## src/inc/pcr_pkg.sv

```systemverilog
package pcr_pkg;
    // bus geometry
    localparam int ADDR_W = 8;
    localparam int DATA_W = 32;

    // register indices; byte address is four times the index
    localparam logic [7:0] IDX_CONTROL = 8'h36;
    localparam logic [7:0] IDX_BANDWIDTH = 8'h37;
    localparam logic [7:0] IDX_MUL_HIGH = 8'h38;
    localparam logic [7:0] IDX_MUL_LOW = 8'h39;
    localparam logic [7:0] IDX_RANGE = 8'h3a;
    localparam logic [ADDR_W-1:0] ADDR_CONTROL = ADDR_W'(IDX_CONTROL * 4);
    localparam logic [ADDR_W-1:0] ADDR_BANDWIDTH = ADDR_W'(IDX_BANDWIDTH * 4);
    localparam logic [ADDR_W-1:0] ADDR_MUL_HIGH = ADDR_W'(IDX_MUL_HIGH * 4);
    localparam logic [ADDR_W-1:0] ADDR_MUL_LOW = ADDR_W'(IDX_MUL_LOW * 4);
    localparam logic [ADDR_W-1:0] ADDR_RANGE = ADDR_W'(IDX_RANGE * 4);

    // control register fields
    localparam int BIT_IRQ_EN = 7;
    localparam int BIT_FLAG = 6;
    localparam int BIT_POWER_ON = 5;
    localparam int BIT_BASE_SEL = 4;
    localparam int BIT_EXP_HI = 1;
    localparam int BIT_EXP_LO = 0;

    // bandwidth register fields
    localparam int BIT_AUTO = 7;
    localparam int BIT_LOCK = 6;
    localparam int BIT_CAPTURE = 5;

    // reset values
    localparam logic RST_POWER_ON = 1'b1;
    localparam logic [1:0] RST_EXPONENT = 2'h0;
    localparam logic [3:0] RST_MUL_HIGH = 4'h0;
    localparam logic [7:0] RST_MUL_LOW = 8'h40;
    localparam logic [7:0] RST_RANGE = 8'h40;
    localparam logic [11:0] MUL_ONE = 12'h001;

    // clock switch-over: edges of each source before the change
    localparam int SWITCH_EDGES = 3;

    // bus answers
    localparam logic [1:0] RESP_OKAY = 2'h0;
    localparam logic [1:0] RESP_SLVERR = 2'h2;
endpackage

```

## src/verilog/pcr_sync.sv

```systemverilog
// two-flop synchroniser for a bundle of asynchronous levels
module pcr_sync #(
    parameter int W = 1
) (
    input wire logic clk,
    input wire logic rst_n,
    input wire logic [W-1:0] d,
    output logic [W-1:0] q
);
    logic [W-1:0] meta;

    // first stage is read only by the second
    always_ff @(posedge clk or negedge rst_n) begin
        if (!rst_n) begin
            meta <= '0;
            q <= '0;
        end else begin
            meta <= d;
            q <= meta;
        end
    end
endmodule

```

## src/verilog/pcr_edge_count.sv

```systemverilog
// rising-edge detector with a saturating edge counter
module pcr_edge_count #(
    parameter int N = 3
) (
    input wire logic clk,
    input wire logic rst_n,
    input wire logic level,
    input wire logic clear,
    output logic rise,
    output logic done
);
    localparam int CW = $clog2(N + 1);
    logic prev;
    logic [CW-1:0] count;

    assign rise = level & ~prev;
    assign done = (count == CW'(N));

    // count saturates so a dead source simply never completes
    always_ff @(posedge clk or negedge rst_n) begin
        if (!rst_n) begin
            prev <= 1'b0;
            count <= '0;
        end else begin
            prev <= level;
            if (clear) begin
                count <= '0;
            end else if (rise && !done) begin
                count <= count + CW'(1);
            end
        end
    end
endmodule

```

## src/verilog/pll_control_registers.sv

```systemverilog
// Operation
// - irq enable writable only in auto mode, else reads 0; reset clears.
// - flag sets on every lock toggle in auto mode; irq while flag and enable both set.
// - flag reads 0 while auto mode is off; reset clears it.
// - a read of the control register clears the lock-change flag unless a toggle comes in the same cycle.
// - power-on cannot clear while vco is base source; reset sets it.
// - base select 1 gives vco/2, 0 gives crystal/2; reset clears.
// - base select cannot be set while power-on is clear.
// - output holds until both clocks have shown three edges, then switches.
// - exponent 00 gives 1, 01 gives 2, 10 gives 4; never write 3.
// - exponent ignores writes while powered on; reset clears it.
// - bandwidth mode 1 is automatic, 0 manual; reset gives manual.
// - lock status read-only in auto, reads 0 in manual; reset clears.
// - capture bit is status in auto, writable control in manual.
// - last manual capture value is held through auto mode and restored.
// - a multiplier of zero behaves exactly as a multiplier of one.
// - multiplier resets to 64: high part zero, low part 0x40.
// - multiplier ignores writes while powered; high nibble above reads 0.
// - range ignores writes while on; zero disables loop and base select.
// - range register resets to 64.
module pll_control_registers (
    input wire logic CLK,
    input wire logic RESET_N,
    input wire logic [pcr_pkg::ADDR_W-1:0] AWADDR,
    input wire logic AWVALID,
    output logic AWREADY,
    input wire logic [pcr_pkg::DATA_W-1:0] WDATA,
    input wire logic [3:0] WSTRB,
    input wire logic WVALID,
    output logic WREADY,
    output logic [1:0] BRESP,
    output logic BVALID,
    input wire logic BREADY,
    input wire logic [pcr_pkg::ADDR_W-1:0] ARADDR,
    input wire logic ARVALID,
    output logic ARREADY,
    output logic [pcr_pkg::DATA_W-1:0] RDATA,
    output logic [1:0] RRESP,
    output logic RVALID,
    input wire logic RREADY,
    input wire logic LOCK_DETECT,
    input wire logic TRACKING_DETECT,
    input wire logic CRYSTAL_CLOCK,
    input wire logic VCO_CLOCK,
    output logic BASE_CLOCK_OUT,
    output logic LOCK_IRQ,
    output logic LOOP_ENABLE,
    output logic AUTO_BANDWIDTH,
    output logic CAPTURE_MODE,
    output logic [1:0] RANGE_EXPONENT,
    output logic [7:0] RANGE_LINEAR,
    output logic [11:0] MULTIPLIER
);
    typedef enum logic {
        SW_RUN,
        SW_HOLD
    } pcr_switch_t;

    logic rst_meta;
    logic rst_n;
    logic [3:0] sync_out;
    logic lock_s;
    logic track_s;
    logic xclk_s;
    logic vclk_s;
    logic lock_prev;
    logic lock_toggle;

    logic [pcr_pkg::ADDR_W-1:0] waddr;
    logic [7:0] wbyte;
    logic wlane;
    logic aw_hs;
    logic w_hs;
    logic ar_hs;
    logic wr_en;
    logic wr_ctrl;
    logic wr_bw;
    logic wr_mhi;
    logic wr_mlo;
    logic wr_rng;
    logic rd_ctrl;

    logic irq_enable;
    logic lock_flag;
    logic power_on;
    logic base_sel;
    logic [1:0] exponent;
    logic auto_mode;
    logic capture_hold;
    logic [3:0] mul_high;
    logic [7:0] mul_low;
    logic [7:0] range_linear;
    logic range_zero;
    logic [11:0] mul_raw;

    logic [7:0] ctrl_view;
    logic [7:0] bw_view;
    logic [7:0] next_rbyte;
    logic next_rhit;

    pcr_switch_t sw_state;
    logic active_sel;
    logic x_rise;
    logic v_rise;
    logic x_done;
    logic v_done;
    logic sw_clear;

    ////////////////////////////////////////////////////////////////////////
    // reset release through two flops; assertion stays asynchronous
    always_ff @(posedge CLK or negedge RESET_N) begin
        if (!RESET_N) begin
            rst_meta <= 1'b0;
            rst_n <= 1'b0;
        end else begin
            rst_meta <= 1'b1;
            rst_n <= rst_meta;
        end
    end

    ////////////////////////////////////////////////////////////////////////
    // pins from the analog side and the two source clocks
    pcr_sync #(
        .W(4)
    ) u_sync (
        .clk(CLK),
        .rst_n(rst_n),
        .d({VCO_CLOCK, CRYSTAL_CLOCK, TRACKING_DETECT, LOCK_DETECT}),
        .q(sync_out)
    );

    assign lock_s = sync_out[0];
    assign track_s = sync_out[1];
    assign xclk_s = sync_out[2];
    assign vclk_s = sync_out[3];
    assign lock_toggle = lock_s ^ lock_prev;

    // previous synchronised lock level for toggle detection
    always_ff @(posedge CLK or negedge rst_n) begin
        if (!rst_n) begin
            lock_prev <= 1'b0;
        end else begin
            lock_prev <= lock_s;
        end
    end

    ////////////////////////////////////////////////////////////////////////
    // write channels: address and data taken in either order
    assign aw_hs = AWVALID & AWREADY;
    assign w_hs = WVALID & WREADY;
    assign wr_en = ~AWREADY & ~WREADY & ~BVALID;

    always_ff @(posedge CLK or negedge rst_n) begin
        if (!rst_n) begin
            AWREADY <= 1'b1;
            waddr <= '0;
        end else if (aw_hs) begin
            AWREADY <= 1'b0;
            waddr <= AWADDR;
        end else if (BVALID && BREADY) begin
            AWREADY <= 1'b1;
        end
    end

    always_ff @(posedge CLK or negedge rst_n) begin
        if (!rst_n) begin
            WREADY <= 1'b1;
            wbyte <= '0;
            wlane <= 1'b0;
        end else if (w_hs) begin
            WREADY <= 1'b0;
            wbyte <= WDATA[7:0];
            wlane <= WSTRB[0];
        end else if (BVALID && BREADY) begin
            WREADY <= 1'b1;
        end
    end

    // response follows once both halves are held
    always_ff @(posedge CLK or negedge rst_n) begin
        if (!rst_n) begin
            BVALID <= 1'b0;
            BRESP <= pcr_pkg::RESP_OKAY;
        end else if (wr_en) begin
            BVALID <= 1'b1;
            BRESP <= (wr_ctrl | wr_bw | wr_mhi | wr_mlo | wr_rng
                      | ~wlane) ? pcr_pkg::RESP_OKAY : pcr_pkg::RESP_SLVERR;
        end else if (BREADY) begin
            BVALID <= 1'b0;
        end
    end

    // decode; a write without the low byte lane stores nothing
    always_comb begin
        wr_ctrl = wr_en & wlane & (waddr == pcr_pkg::ADDR_CONTROL);
        wr_bw = wr_en & wlane & (waddr == pcr_pkg::ADDR_BANDWIDTH);
        wr_mhi = wr_en & wlane & (waddr == pcr_pkg::ADDR_MUL_HIGH);
        wr_mlo = wr_en & wlane & (waddr == pcr_pkg::ADDR_MUL_LOW);
        wr_rng = wr_en & wlane & (waddr == pcr_pkg::ADDR_RANGE);
    end

    ////////////////////////////////////////////////////////////////////////
    // control register
    assign range_zero = (range_linear == 8'h00);

    // interrupt enable only takes writes in automatic mode
    always_ff @(posedge CLK or negedge rst_n) begin
        if (!rst_n) begin
            irq_enable <= 1'b0;
        end else if (wr_ctrl && auto_mode) begin
            irq_enable <= wbyte[pcr_pkg::BIT_IRQ_EN];
        end
    end

    // set beats the read-clear so a toggle during a read is not lost
    always_ff @(posedge CLK or negedge rst_n) begin
        if (!rst_n) begin
            lock_flag <= 1'b0;
        end else if (!auto_mode) begin
            lock_flag <= 1'b0;
        end else if (lock_toggle) begin
            lock_flag <= 1'b1;
        end else if (rd_ctrl) begin
            lock_flag <= 1'b0;
        end
    end

    // old select value guards the clear: off and a switch to vco can pair in one write
    always_ff @(posedge CLK or negedge rst_n) begin
        if (!rst_n) begin
            power_on <= pcr_pkg::RST_POWER_ON;
        end else if (wr_ctrl) begin
            power_on <= wbyte[pcr_pkg::BIT_POWER_ON] | base_sel;
        end
    end

    // vco source needs the loop already on and a nonzero range
    always_ff @(posedge CLK or negedge rst_n) begin
        if (!rst_n) begin
            base_sel <= 1'b0;
        end else if (range_zero) begin
            base_sel <= 1'b0;
        end else if (wr_ctrl) begin
            base_sel <= wbyte[pcr_pkg::BIT_BASE_SEL] & power_on;
        end
    end

    // exponent frozen while the loop runs
    always_ff @(posedge CLK or negedge rst_n) begin
        if (!rst_n) begin
            exponent <= pcr_pkg::RST_EXPONENT;
        end else if (wr_ctrl && !power_on) begin
            exponent <= {wbyte[pcr_pkg::BIT_EXP_HI],
                         wbyte[pcr_pkg::BIT_EXP_LO]};
        end
    end

    ////////////////////////////////////////////////////////////////////////
    // bandwidth register; lock position is written as zero and ignored
    always_ff @(posedge CLK or negedge rst_n) begin
        if (!rst_n) begin
            auto_mode <= 1'b0;
        end else if (wr_bw) begin
            auto_mode <= wbyte[pcr_pkg::BIT_AUTO];
        end
    end

    // manual capture value survives automatic mode untouched
    always_ff @(posedge CLK or negedge rst_n) begin
        if (!rst_n) begin
            capture_hold <= 1'b0;
        end else if (wr_bw && !auto_mode) begin
            capture_hold <= wbyte[pcr_pkg::BIT_CAPTURE];
        end
    end

    ////////////////////////////////////////////////////////////////////////
    // multiplier and range, all frozen while the loop is on
    always_ff @(posedge CLK or negedge rst_n) begin
        if (!rst_n) begin
            mul_high <= pcr_pkg::RST_MUL_HIGH;
        end else if (wr_mhi && !power_on) begin
            mul_high <= wbyte[3:0];
        end
    end

    always_ff @(posedge CLK or negedge rst_n) begin
        if (!rst_n) begin
            mul_low <= pcr_pkg::RST_MUL_LOW;
        end else if (wr_mlo && !power_on) begin
            mul_low <= wbyte;
        end
    end

    always_ff @(posedge CLK or negedge rst_n) begin
        if (!rst_n) begin
            range_linear <= pcr_pkg::RST_RANGE;
        end else if (wr_rng && !power_on) begin
            range_linear <= wbyte;
        end
    end

    ////////////////////////////////////////////////////////////////////////
    // read channel; one read at a time, data one cycle after the address
    assign ar_hs = ARVALID & ARREADY;
    assign rd_ctrl = ar_hs & (ARADDR == pcr_pkg::ADDR_CONTROL);

    always_comb begin
        ctrl_view = 8'h00;
        ctrl_view[pcr_pkg::BIT_IRQ_EN] = irq_enable & auto_mode;
        ctrl_view[pcr_pkg::BIT_FLAG] = lock_flag & auto_mode;
        ctrl_view[pcr_pkg::BIT_POWER_ON] = power_on;
        ctrl_view[pcr_pkg::BIT_BASE_SEL] = base_sel;
        ctrl_view[pcr_pkg::BIT_EXP_HI] = exponent[1];
        ctrl_view[pcr_pkg::BIT_EXP_LO] = exponent[0];
    end

    // status bits come from the loop in auto mode; in manual, capture comes from software and lock reads 0
    always_comb begin
        bw_view = 8'h00;
        bw_view[pcr_pkg::BIT_AUTO] = auto_mode;
        bw_view[pcr_pkg::BIT_LOCK] = lock_s & auto_mode;
        bw_view[pcr_pkg::BIT_CAPTURE] = auto_mode ? track_s
                                                  : capture_hold;
    end

    always_comb begin
        next_rhit = 1'b1;
        case (ARADDR)
            pcr_pkg::ADDR_CONTROL: next_rbyte = ctrl_view;
            pcr_pkg::ADDR_BANDWIDTH: next_rbyte = bw_view;
            pcr_pkg::ADDR_MUL_HIGH: next_rbyte = {4'h0, mul_high};
            pcr_pkg::ADDR_MUL_LOW: next_rbyte = mul_low;
            pcr_pkg::ADDR_RANGE: next_rbyte = range_linear;
            default: begin
                next_rbyte = 8'h00;
                next_rhit = 1'b0;
            end
        endcase
    end

    always_ff @(posedge CLK or negedge rst_n) begin
        if (!rst_n) begin
            ARREADY <= 1'b1;
            RVALID <= 1'b0;
            RDATA <= '0;
            RRESP <= pcr_pkg::RESP_OKAY;
        end else if (ar_hs) begin
            ARREADY <= 1'b0;
            RVALID <= 1'b1;
            RDATA <= {24'h000000, next_rbyte};
            RRESP <= next_rhit ? pcr_pkg::RESP_OKAY : pcr_pkg::RESP_SLVERR;
        end else if (RVALID && RREADY) begin
            ARREADY <= 1'b1;
            RVALID <= 1'b0;
        end
    end

    ////////////////////////////////////////////////////////////////////////
    // base clock selector; sources are oversampled, so they must stay
    // well below half of the bus clock to be seen cleanly
    pcr_edge_count #(
        .N(pcr_pkg::SWITCH_EDGES)
    ) u_xcount (
        .clk(CLK),
        .rst_n(rst_n),
        .level(xclk_s),
        .clear(sw_clear),
        .rise(x_rise),
        .done(x_done)
    );

    pcr_edge_count #(
        .N(pcr_pkg::SWITCH_EDGES)
    ) u_vcount (
        .clk(CLK),
        .rst_n(rst_n),
        .level(vclk_s),
        .clear(sw_clear),
        .rise(v_rise),
        .done(v_done)
    );

    assign sw_clear = (sw_state == SW_RUN);

    // hold the output still until both sources have shown three edges
    always_ff @(posedge CLK or negedge rst_n) begin
        if (!rst_n) begin
            sw_state <= SW_RUN;
            active_sel <= 1'b0;
        end else begin
            case (sw_state)
                SW_RUN: begin
                    if (base_sel != active_sel) begin
                        sw_state <= SW_HOLD;
                    end
                end
                SW_HOLD: begin
                    if (x_done && v_done) begin
                        active_sel <= base_sel;
                        sw_state <= SW_RUN;
                    end
                end
                default: sw_state <= SW_RUN;
            endcase
        end
    end

    // divide the chosen source by two; frozen in stasis
    always_ff @(posedge CLK or negedge rst_n) begin
        if (!rst_n) begin
            BASE_CLOCK_OUT <= 1'b0;
        end else if (sw_state == SW_RUN) begin
            if (active_sel ? v_rise : x_rise) begin
                BASE_CLOCK_OUT <= ~BASE_CLOCK_OUT;
            end
        end
    end

    ////////////////////////////////////////////////////////////////////////
    // registered outputs to the loop
    assign mul_raw = {mul_high, mul_low};

    always_ff @(posedge CLK or negedge rst_n) begin
        if (!rst_n) begin
            LOCK_IRQ <= 1'b0;
            LOOP_ENABLE <= 1'b0;
            AUTO_BANDWIDTH <= 1'b0;
            CAPTURE_MODE <= 1'b0;
            RANGE_EXPONENT <= 2'h0;
            RANGE_LINEAR <= 8'h00;
            MULTIPLIER <= pcr_pkg::MUL_ONE;
        end else begin
            LOCK_IRQ <= lock_flag & irq_enable & auto_mode;
            LOOP_ENABLE <= power_on & ~range_zero;
            AUTO_BANDWIDTH <= auto_mode;
            CAPTURE_MODE <= capture_hold;
            RANGE_EXPONENT <= exponent;
            RANGE_LINEAR <= range_linear;
            MULTIPLIER <= (mul_raw == 12'h000) ? pcr_pkg::MUL_ONE
                                               : mul_raw;
        end
    end
endmodule

```

## config.mk

```make
export PLATFORM = sky130hd
export DESIGN_NAME = pll_control_registers
export DESIGN_NICKNAME = d
export VERILOG_FILES = /design/src/inc/pcr_pkg.sv /design/src/verilog/pcr_sync.sv /design/src/verilog/pcr_edge_count.sv /design/src/verilog/pll_control_registers.sv
export SDC_FILE = /design/constraint.sdc
export NUM_CORES = 1
export LEC_CHECK = 0
export ABC_AREA = 1
export BUFFER_PORTS_ARGS = -buffer_cell sky130_fd_sc_hd__buf_2
export CAP_MARGIN = 20
export CORE_MARGIN = 4
export CORE_UTILIZATION = 55
export CTS_CLUSTER_SIZE = 20
export DETAILED_ROUTE_END_ITERATION = 6
export PLACE_DENSITY = 0.84
export SLEW_MARGIN = 20
export SYNTH_ARGS = -nofsm -noshare
export SYNTH_HDL_FRONTEND = slang
export SYNTH_SLANG_ARGS = --single-unit
```

## constraint.sdc

```tcl
create_clock -name CLK -period 6.8 [get_ports CLK]
set_input_delay 0.34 -clock CLK [delete_from_list [all_inputs] [get_ports CLK]]
set_output_delay 0.34 -clock CLK [all_outputs]
set_load 0.03 [all_outputs]
```

* Word-level counts from Yosys, hierarchy flattened *
Cells that the tools add are included.

word-level totals
  flip-flop bits (word level) = 108
  bits of input ports = 63
  output and inout port bits = 68
  word-level logic and storage cells = 148

cells by class
  add/subtract/negate cells = 2
  equality and inequality tests = 16
  bitwise logic cells = 37
  multiplexer cells = 28
  reductions and logical operators = 25

operators with widths
  cell                                                             number
  8-bit equality test, second input constant                       10
  8-bit one-hot mux with 5 select lines                            1
  1-bit bitwise AND                                                21
  1-bit two-way mux                                                19
  12-bit logical NOT                                               1
  12-bit two-way mux                                               1
  2-bit two-way mux                                                6
  1-bit logical AND                                                11
  2-bit nonzero test                                               5
  1-bit inverter                                                   9
  8-bit logical NOT                                                1
  1-bit OR                                                         6
  5-bit OR reduction                                               1
  2-bit by 1-bit adder with 2-bit output, second input constant    2
  2-bit equality test, second input constant                       2
  1-bit logical NOT                                                4
  2-bit by 1-bit != test with 1-bit output, second input constant  2
  2-bit AND reduction                                              2
  3-bit != test, second input constant                             1
  1-bit one-hot mux with 2 select lines                            1
  1-bit != test                                                    1
  1-bit bitwise XOR                                                1

* Longest topological paths before layout *
  word-level depth = 11
  gate-level depth with buffers = 10
  mapped depth without buffers = 10

* Modules after synthesis *
From an unflattened synthesis, not the netlist that was laid out.

unflattened totals
  cells, all modules = 471
  area total of the unflattened synthesis = 4574.4 um^2

modules (own cells, without submodules)
  module                 cells each  seq. area each (um^2)  times used  area each (um^2)
  pll_control_registers  429         2311.0                 1           4068.9
  pcr_edge_count         17          75.1                   2           152.6
  pcr_sync               8           200.2                  1           200.2

* Least setup slack after synthesis *
OpenSTA, ideal clock, no wires.

  path type = flip-flop to flip-flop
  start = register BVALID
  end = register mul_low[5]
  clock period less this slack = 1.472 ns
  stages on the path, launching flop included = 9
  arrival = 1.352 ns
  setup slack = 5.328 ns
  required time = 6.681 ns
  buffers on the path = 1
  path through = dfrtp_1 -> inv_1 -> nand2_1 -> nor2_4 -> and2_4 -> nand3_4 -> buf_6 -> nand2_2 -> o21ai_2

on the way
  cells in the longest elaborated chain, start to end = 5

ends and longest elaborated chain
  item                            line                          RTL
  start, declared                 pll_control_registers.sv:32   output logic BVALID,
  start signal, assigned          pll_control_registers.sv:182  BVALID <= 1'b0;
  start signal, assigned          pll_control_registers.sv:185  BVALID <= 1'b1;
  start signal, assigned          pll_control_registers.sv:189  BVALID <= 1'b0;
  1-bit inverter                  pll_control_registers.sv:151  assign wr_en = ~AWREADY & ~WREADY & ~BVALID;
  1-bit bitwise AND               pll_control_registers.sv:151
  1-bit bitwise AND (2 in a row)  pll_control_registers.sv:198  wr_mlo = wr_en & wlane & (waddr == pcr_pkg::ADDR_MUL_LOW);
  1-bit logical AND               pll_control_registers.sv:290  end else if (wr_mlo && !power_on) begin
  end signal, assigned            pll_control_registers.sv:289  mul_low <= pcr_pkg::RST_MUL_LOW;
  end signal, assigned            pll_control_registers.sv:291  mul_low <= wbyte;
  end, declared                   pll_control_registers.sv:91   logic [7:0] mul_low;

No other way between the ends.
A chain may end at the register's enable or synchronous reset.

* Final worst setup path *
  start = register waddr[1] (netlist name)
  end = register exponent[0]

on the way
  cells in the longest elaborated chain, start to end = 3

ends and longest elaborated chain
  item                    line                          RTL
  start, declared         pll_control_registers.sv:69   logic [pcr_pkg::ADDR_W-1:0] waddr;
  start signal, assigned  pll_control_registers.sv:156  waddr <= '0;
  start signal, assigned  pll_control_registers.sv:159  waddr <= AWADDR;
  8-bit equality test     pll_control_registers.sv:195  wr_ctrl = wr_en & wlane & (waddr == pcr_pkg::ADDR_CONTROL);
  1-bit bitwise AND       pll_control_registers.sv:195
  1-bit logical AND       pll_control_registers.sv:252  end else if (wr_ctrl && !power_on) begin
  end signal, assigned    pll_control_registers.sv:251  exponent <= pcr_pkg::RST_EXPONENT;
  end signal, assigned    pll_control_registers.sv:253  exponent <= {wbyte[pcr_pkg::BIT_EXP_HI],
  end, declared           pll_control_registers.sv:87   logic [1:0] exponent;

No other way between the ends.

==> run metrics <==
DR vias 3156; gr busiest metal met2; endpoints failing setup 0; Setup CP Type reg2reg; post-route ant nets 0; run status completed; largest net degree at the start of global routing 55; largest family of logic cells by synthesized area simple AND/OR/NAND/NOR gates; Leak Pwr between 0.002 and 0.003 µW; CTS Root Cell clkbuf_8; drt wl/cell ~14 µm; Initial Util 0.571; Post-Synth Adder-Cell Area 0.00562; CTS tree yes; max incr delay on CP 0.39 ns; # clock sinks 106; DPL Wire Length 6.59 mm; number of instances in the placed design 624; Avg Cell Area, Syn 9.62 µm²; WP buf/inv 0; Rows 32; Detailed Route Iter0 Violations 132; post-synthesis mux area share 0.0126; DIE HEIGHT 98.0 µm; fin cells 641; routing usage on met3 0.0464; CP arrival approximately 1.8 ns; layout cells sized above 1 0.245; I/O pin count approximately 130; Longest Clk Path Bufs 2; Synth top cells by count nand2_1, dfrtp_1, inv_1; routed vias/inst a little under 5; final hold vios 0; Power Density 361 nW/µm²; # diodes 0; first-pass GRT wire length 14.7 mm; top cell type by total area after synthesis dfrtp_1; initial antenna violation count 0; CP required 7.06 ns; XOR/XNOR Fraction of Synth Area 0.00590; Area Overhead vs Synth 13.4%; Max Cap Viol 0; synth warn 0; highest net fanout along the worst path 6; flops & latches, synth about 110; RePlAce Congestion 0.932; Horiz. Die Dim 98.0 µm; prevailing post-synth register cell dfrtp_1; actual slew at the worst max-slew pin 0.681 ns; setup TNS 0 ns; Seq/Total Area, Yosys 0.597; RSZ-0062 raised after global routing false; top-count cell post-synth nand2_1; Fillers 654; Synth area leaders dfrtp_1, nand2_1, buf_4; Top Family by Delay on Critical Path simple AND/OR/NAND/NOR gates; Clock transition at path regs 0.10 ns; CP endpoint kind flip-flop; worst rel slew slack 0.546; Post-Synthesis Cells 463; gr usage total 0.191; Num CTS Buffers 9; final worst path period share 0.223; # H-tree levels 3; share of synthesized registers carrying an async set or reset 1.00; post-synthesis simple-gate area fraction 0.188; GRT overflow 0; count of pins over their slew limit 0; Cell Area, Synth 4450 µm²; DRC Markers 0; EDFF count, synth 0; met2 Resource Use GR 0.311; crit path time final ~1.5 ns; top-area cell type share of the netlist area 0.556; CP dominant cell by count nand2_1; critical path launch point type flip-flop; Unique masters post-synth 29; fmax 0.659 GHz; core area roughly 7800 µm²; Slowest-stage cell, CP dfrtp_1; vias in the first global route roughly 3200; post_cts resized 0; port bufs 77; Total Nets Final 599; hold crit path type in2reg; Synth Area in Compound Gates 0.0854; met1 GRT Util 0.242; worst-skew pair later-pin latency between 0.3 and 0.4 ns; Max VDD drop 0.212 mV; final wirelength 8.77 mm; CP Cell Sequence nor2_1 > nand2_1 > nor2_4 > nand3_1 > o21ai_0 > nand2_1; Clock Skews 0.0104 ns; die area approximately 9600 µm²; Pre-antenna DRT Iters 4
area by class of cell:
cell class                 instances  area (µm²)  share of cell area
clock buffer                       9         124              0.0245
clock inverter                     7         125              0.0248
inverter                          48         180              0.0357
multi-input combinational        290        1430               0.283
sequential                       106        2670               0.527
tap                              102         128              0.0253
timing repair buffer              79         403              0.0797
power breakdown:
group / switching (µW) / leakage (µW) / internal [µW]
clock: 216 / 0.000124 / 248
combinational: 346 / 0.00123 / 143
sequential: 94.1 / 0.00135 / 778
total: 656 / 0.00271 / 1170
repair_timing:
| action | 4_1_cts | 5_1_grt |
|---|---|---|
| hold endpoints to repair | 2 | 0 |
| buffers inserted | 0 | 0 |
| hold buffers | 1 | 0 |
| endpoints found under the setup margin | 0 | 0 |
logic make-up (layout without fill, tap and decap cells):
family	count (synthesis)	in the layout
AOI/OAI and AO/OA	63	63
xor gates and xnor gates	3	3
adders and majority gates	2	2
buffers and inverters	92	143
DFF	106	106
muxes	5	5
other	2	27
and+or+nand+nor	190	190
per-stage QoR:
stage / setup WS (ns) / power [µW] / hold slack (ns) / instance area, µm² / util
floorplan: 3.64 / 1250 / 0.0444 / 4550 / -
global placement: 5.32 / 1350 / 0.125 / 4790 / 0.614
detailed placement: 5.25 / 1380 / 0.127 / 4790 / 0.614
CTS: 5.26 / 1840 / 0.0476 / 5050 / 0.647
global route: 5.08 / 1930 / 0.0462 / 5050 / 0.647
finish: 5.28 / 1830 / 0.0657 / 5050 / 0.647
cells in the final DEF, fill, tap and decap left out, types with 7 or more instances in the layout:
cell type	count
nor2_1	40
clkbuf_8	9
conb_1	27
dfstp_2	7
o21ai_2	16
buf_2	77
nand2_1	101
o21ai_0	29
nand3_1	30
a21oi_1	16
inv_1	47
dfrtp_1	98
state kept, by name, summed over array words and instances (netlist names), 2 cells and up:
register / count
exponent: 2
wbyte: 8
u_xcount.count: 2
RANGE_EXPONENT: 2
RANGE_LINEAR: 8
u_sync.q: 4
u_vcount.count: 2
RDATA: 8
MULTIPLIER: 12
range_linear: 8
mul_low: 8
mul_high: 4
u_sync.meta: 4
waddr: 8
final timing paths:
check                           cells past startpoint               to           start  slack (ns)
worst max-delay path                                6      exponent[0]        waddr[1]        5.28
worst min-delay path                                1   u_sync.meta[3]       VCO_CLOCK        0.07
worst max register to register                      6      exponent[0]        waddr[1]        5.28
worst min register to register                      0      u_sync.q[1]  u_sync.meta[1]        0.36
max in group asynchronous                           1  range_linear[2]           rst_n        5.36
min in group asynchronous                           2            rst_n         RESET_N        0.26
metal layers:
metal | vias up | share of wire | wire, µm
met1 | 1476 | 0.41 | 3640
met5 | - | 0 | 0
met2 | 111 | 0.49 | 4290
met3 | 19 | 0.067 | 591
li1 | 1550 | - | -
met4 | 0 | 0.028 | 246
Note: power is estimated with default switching activity, not from simulation.
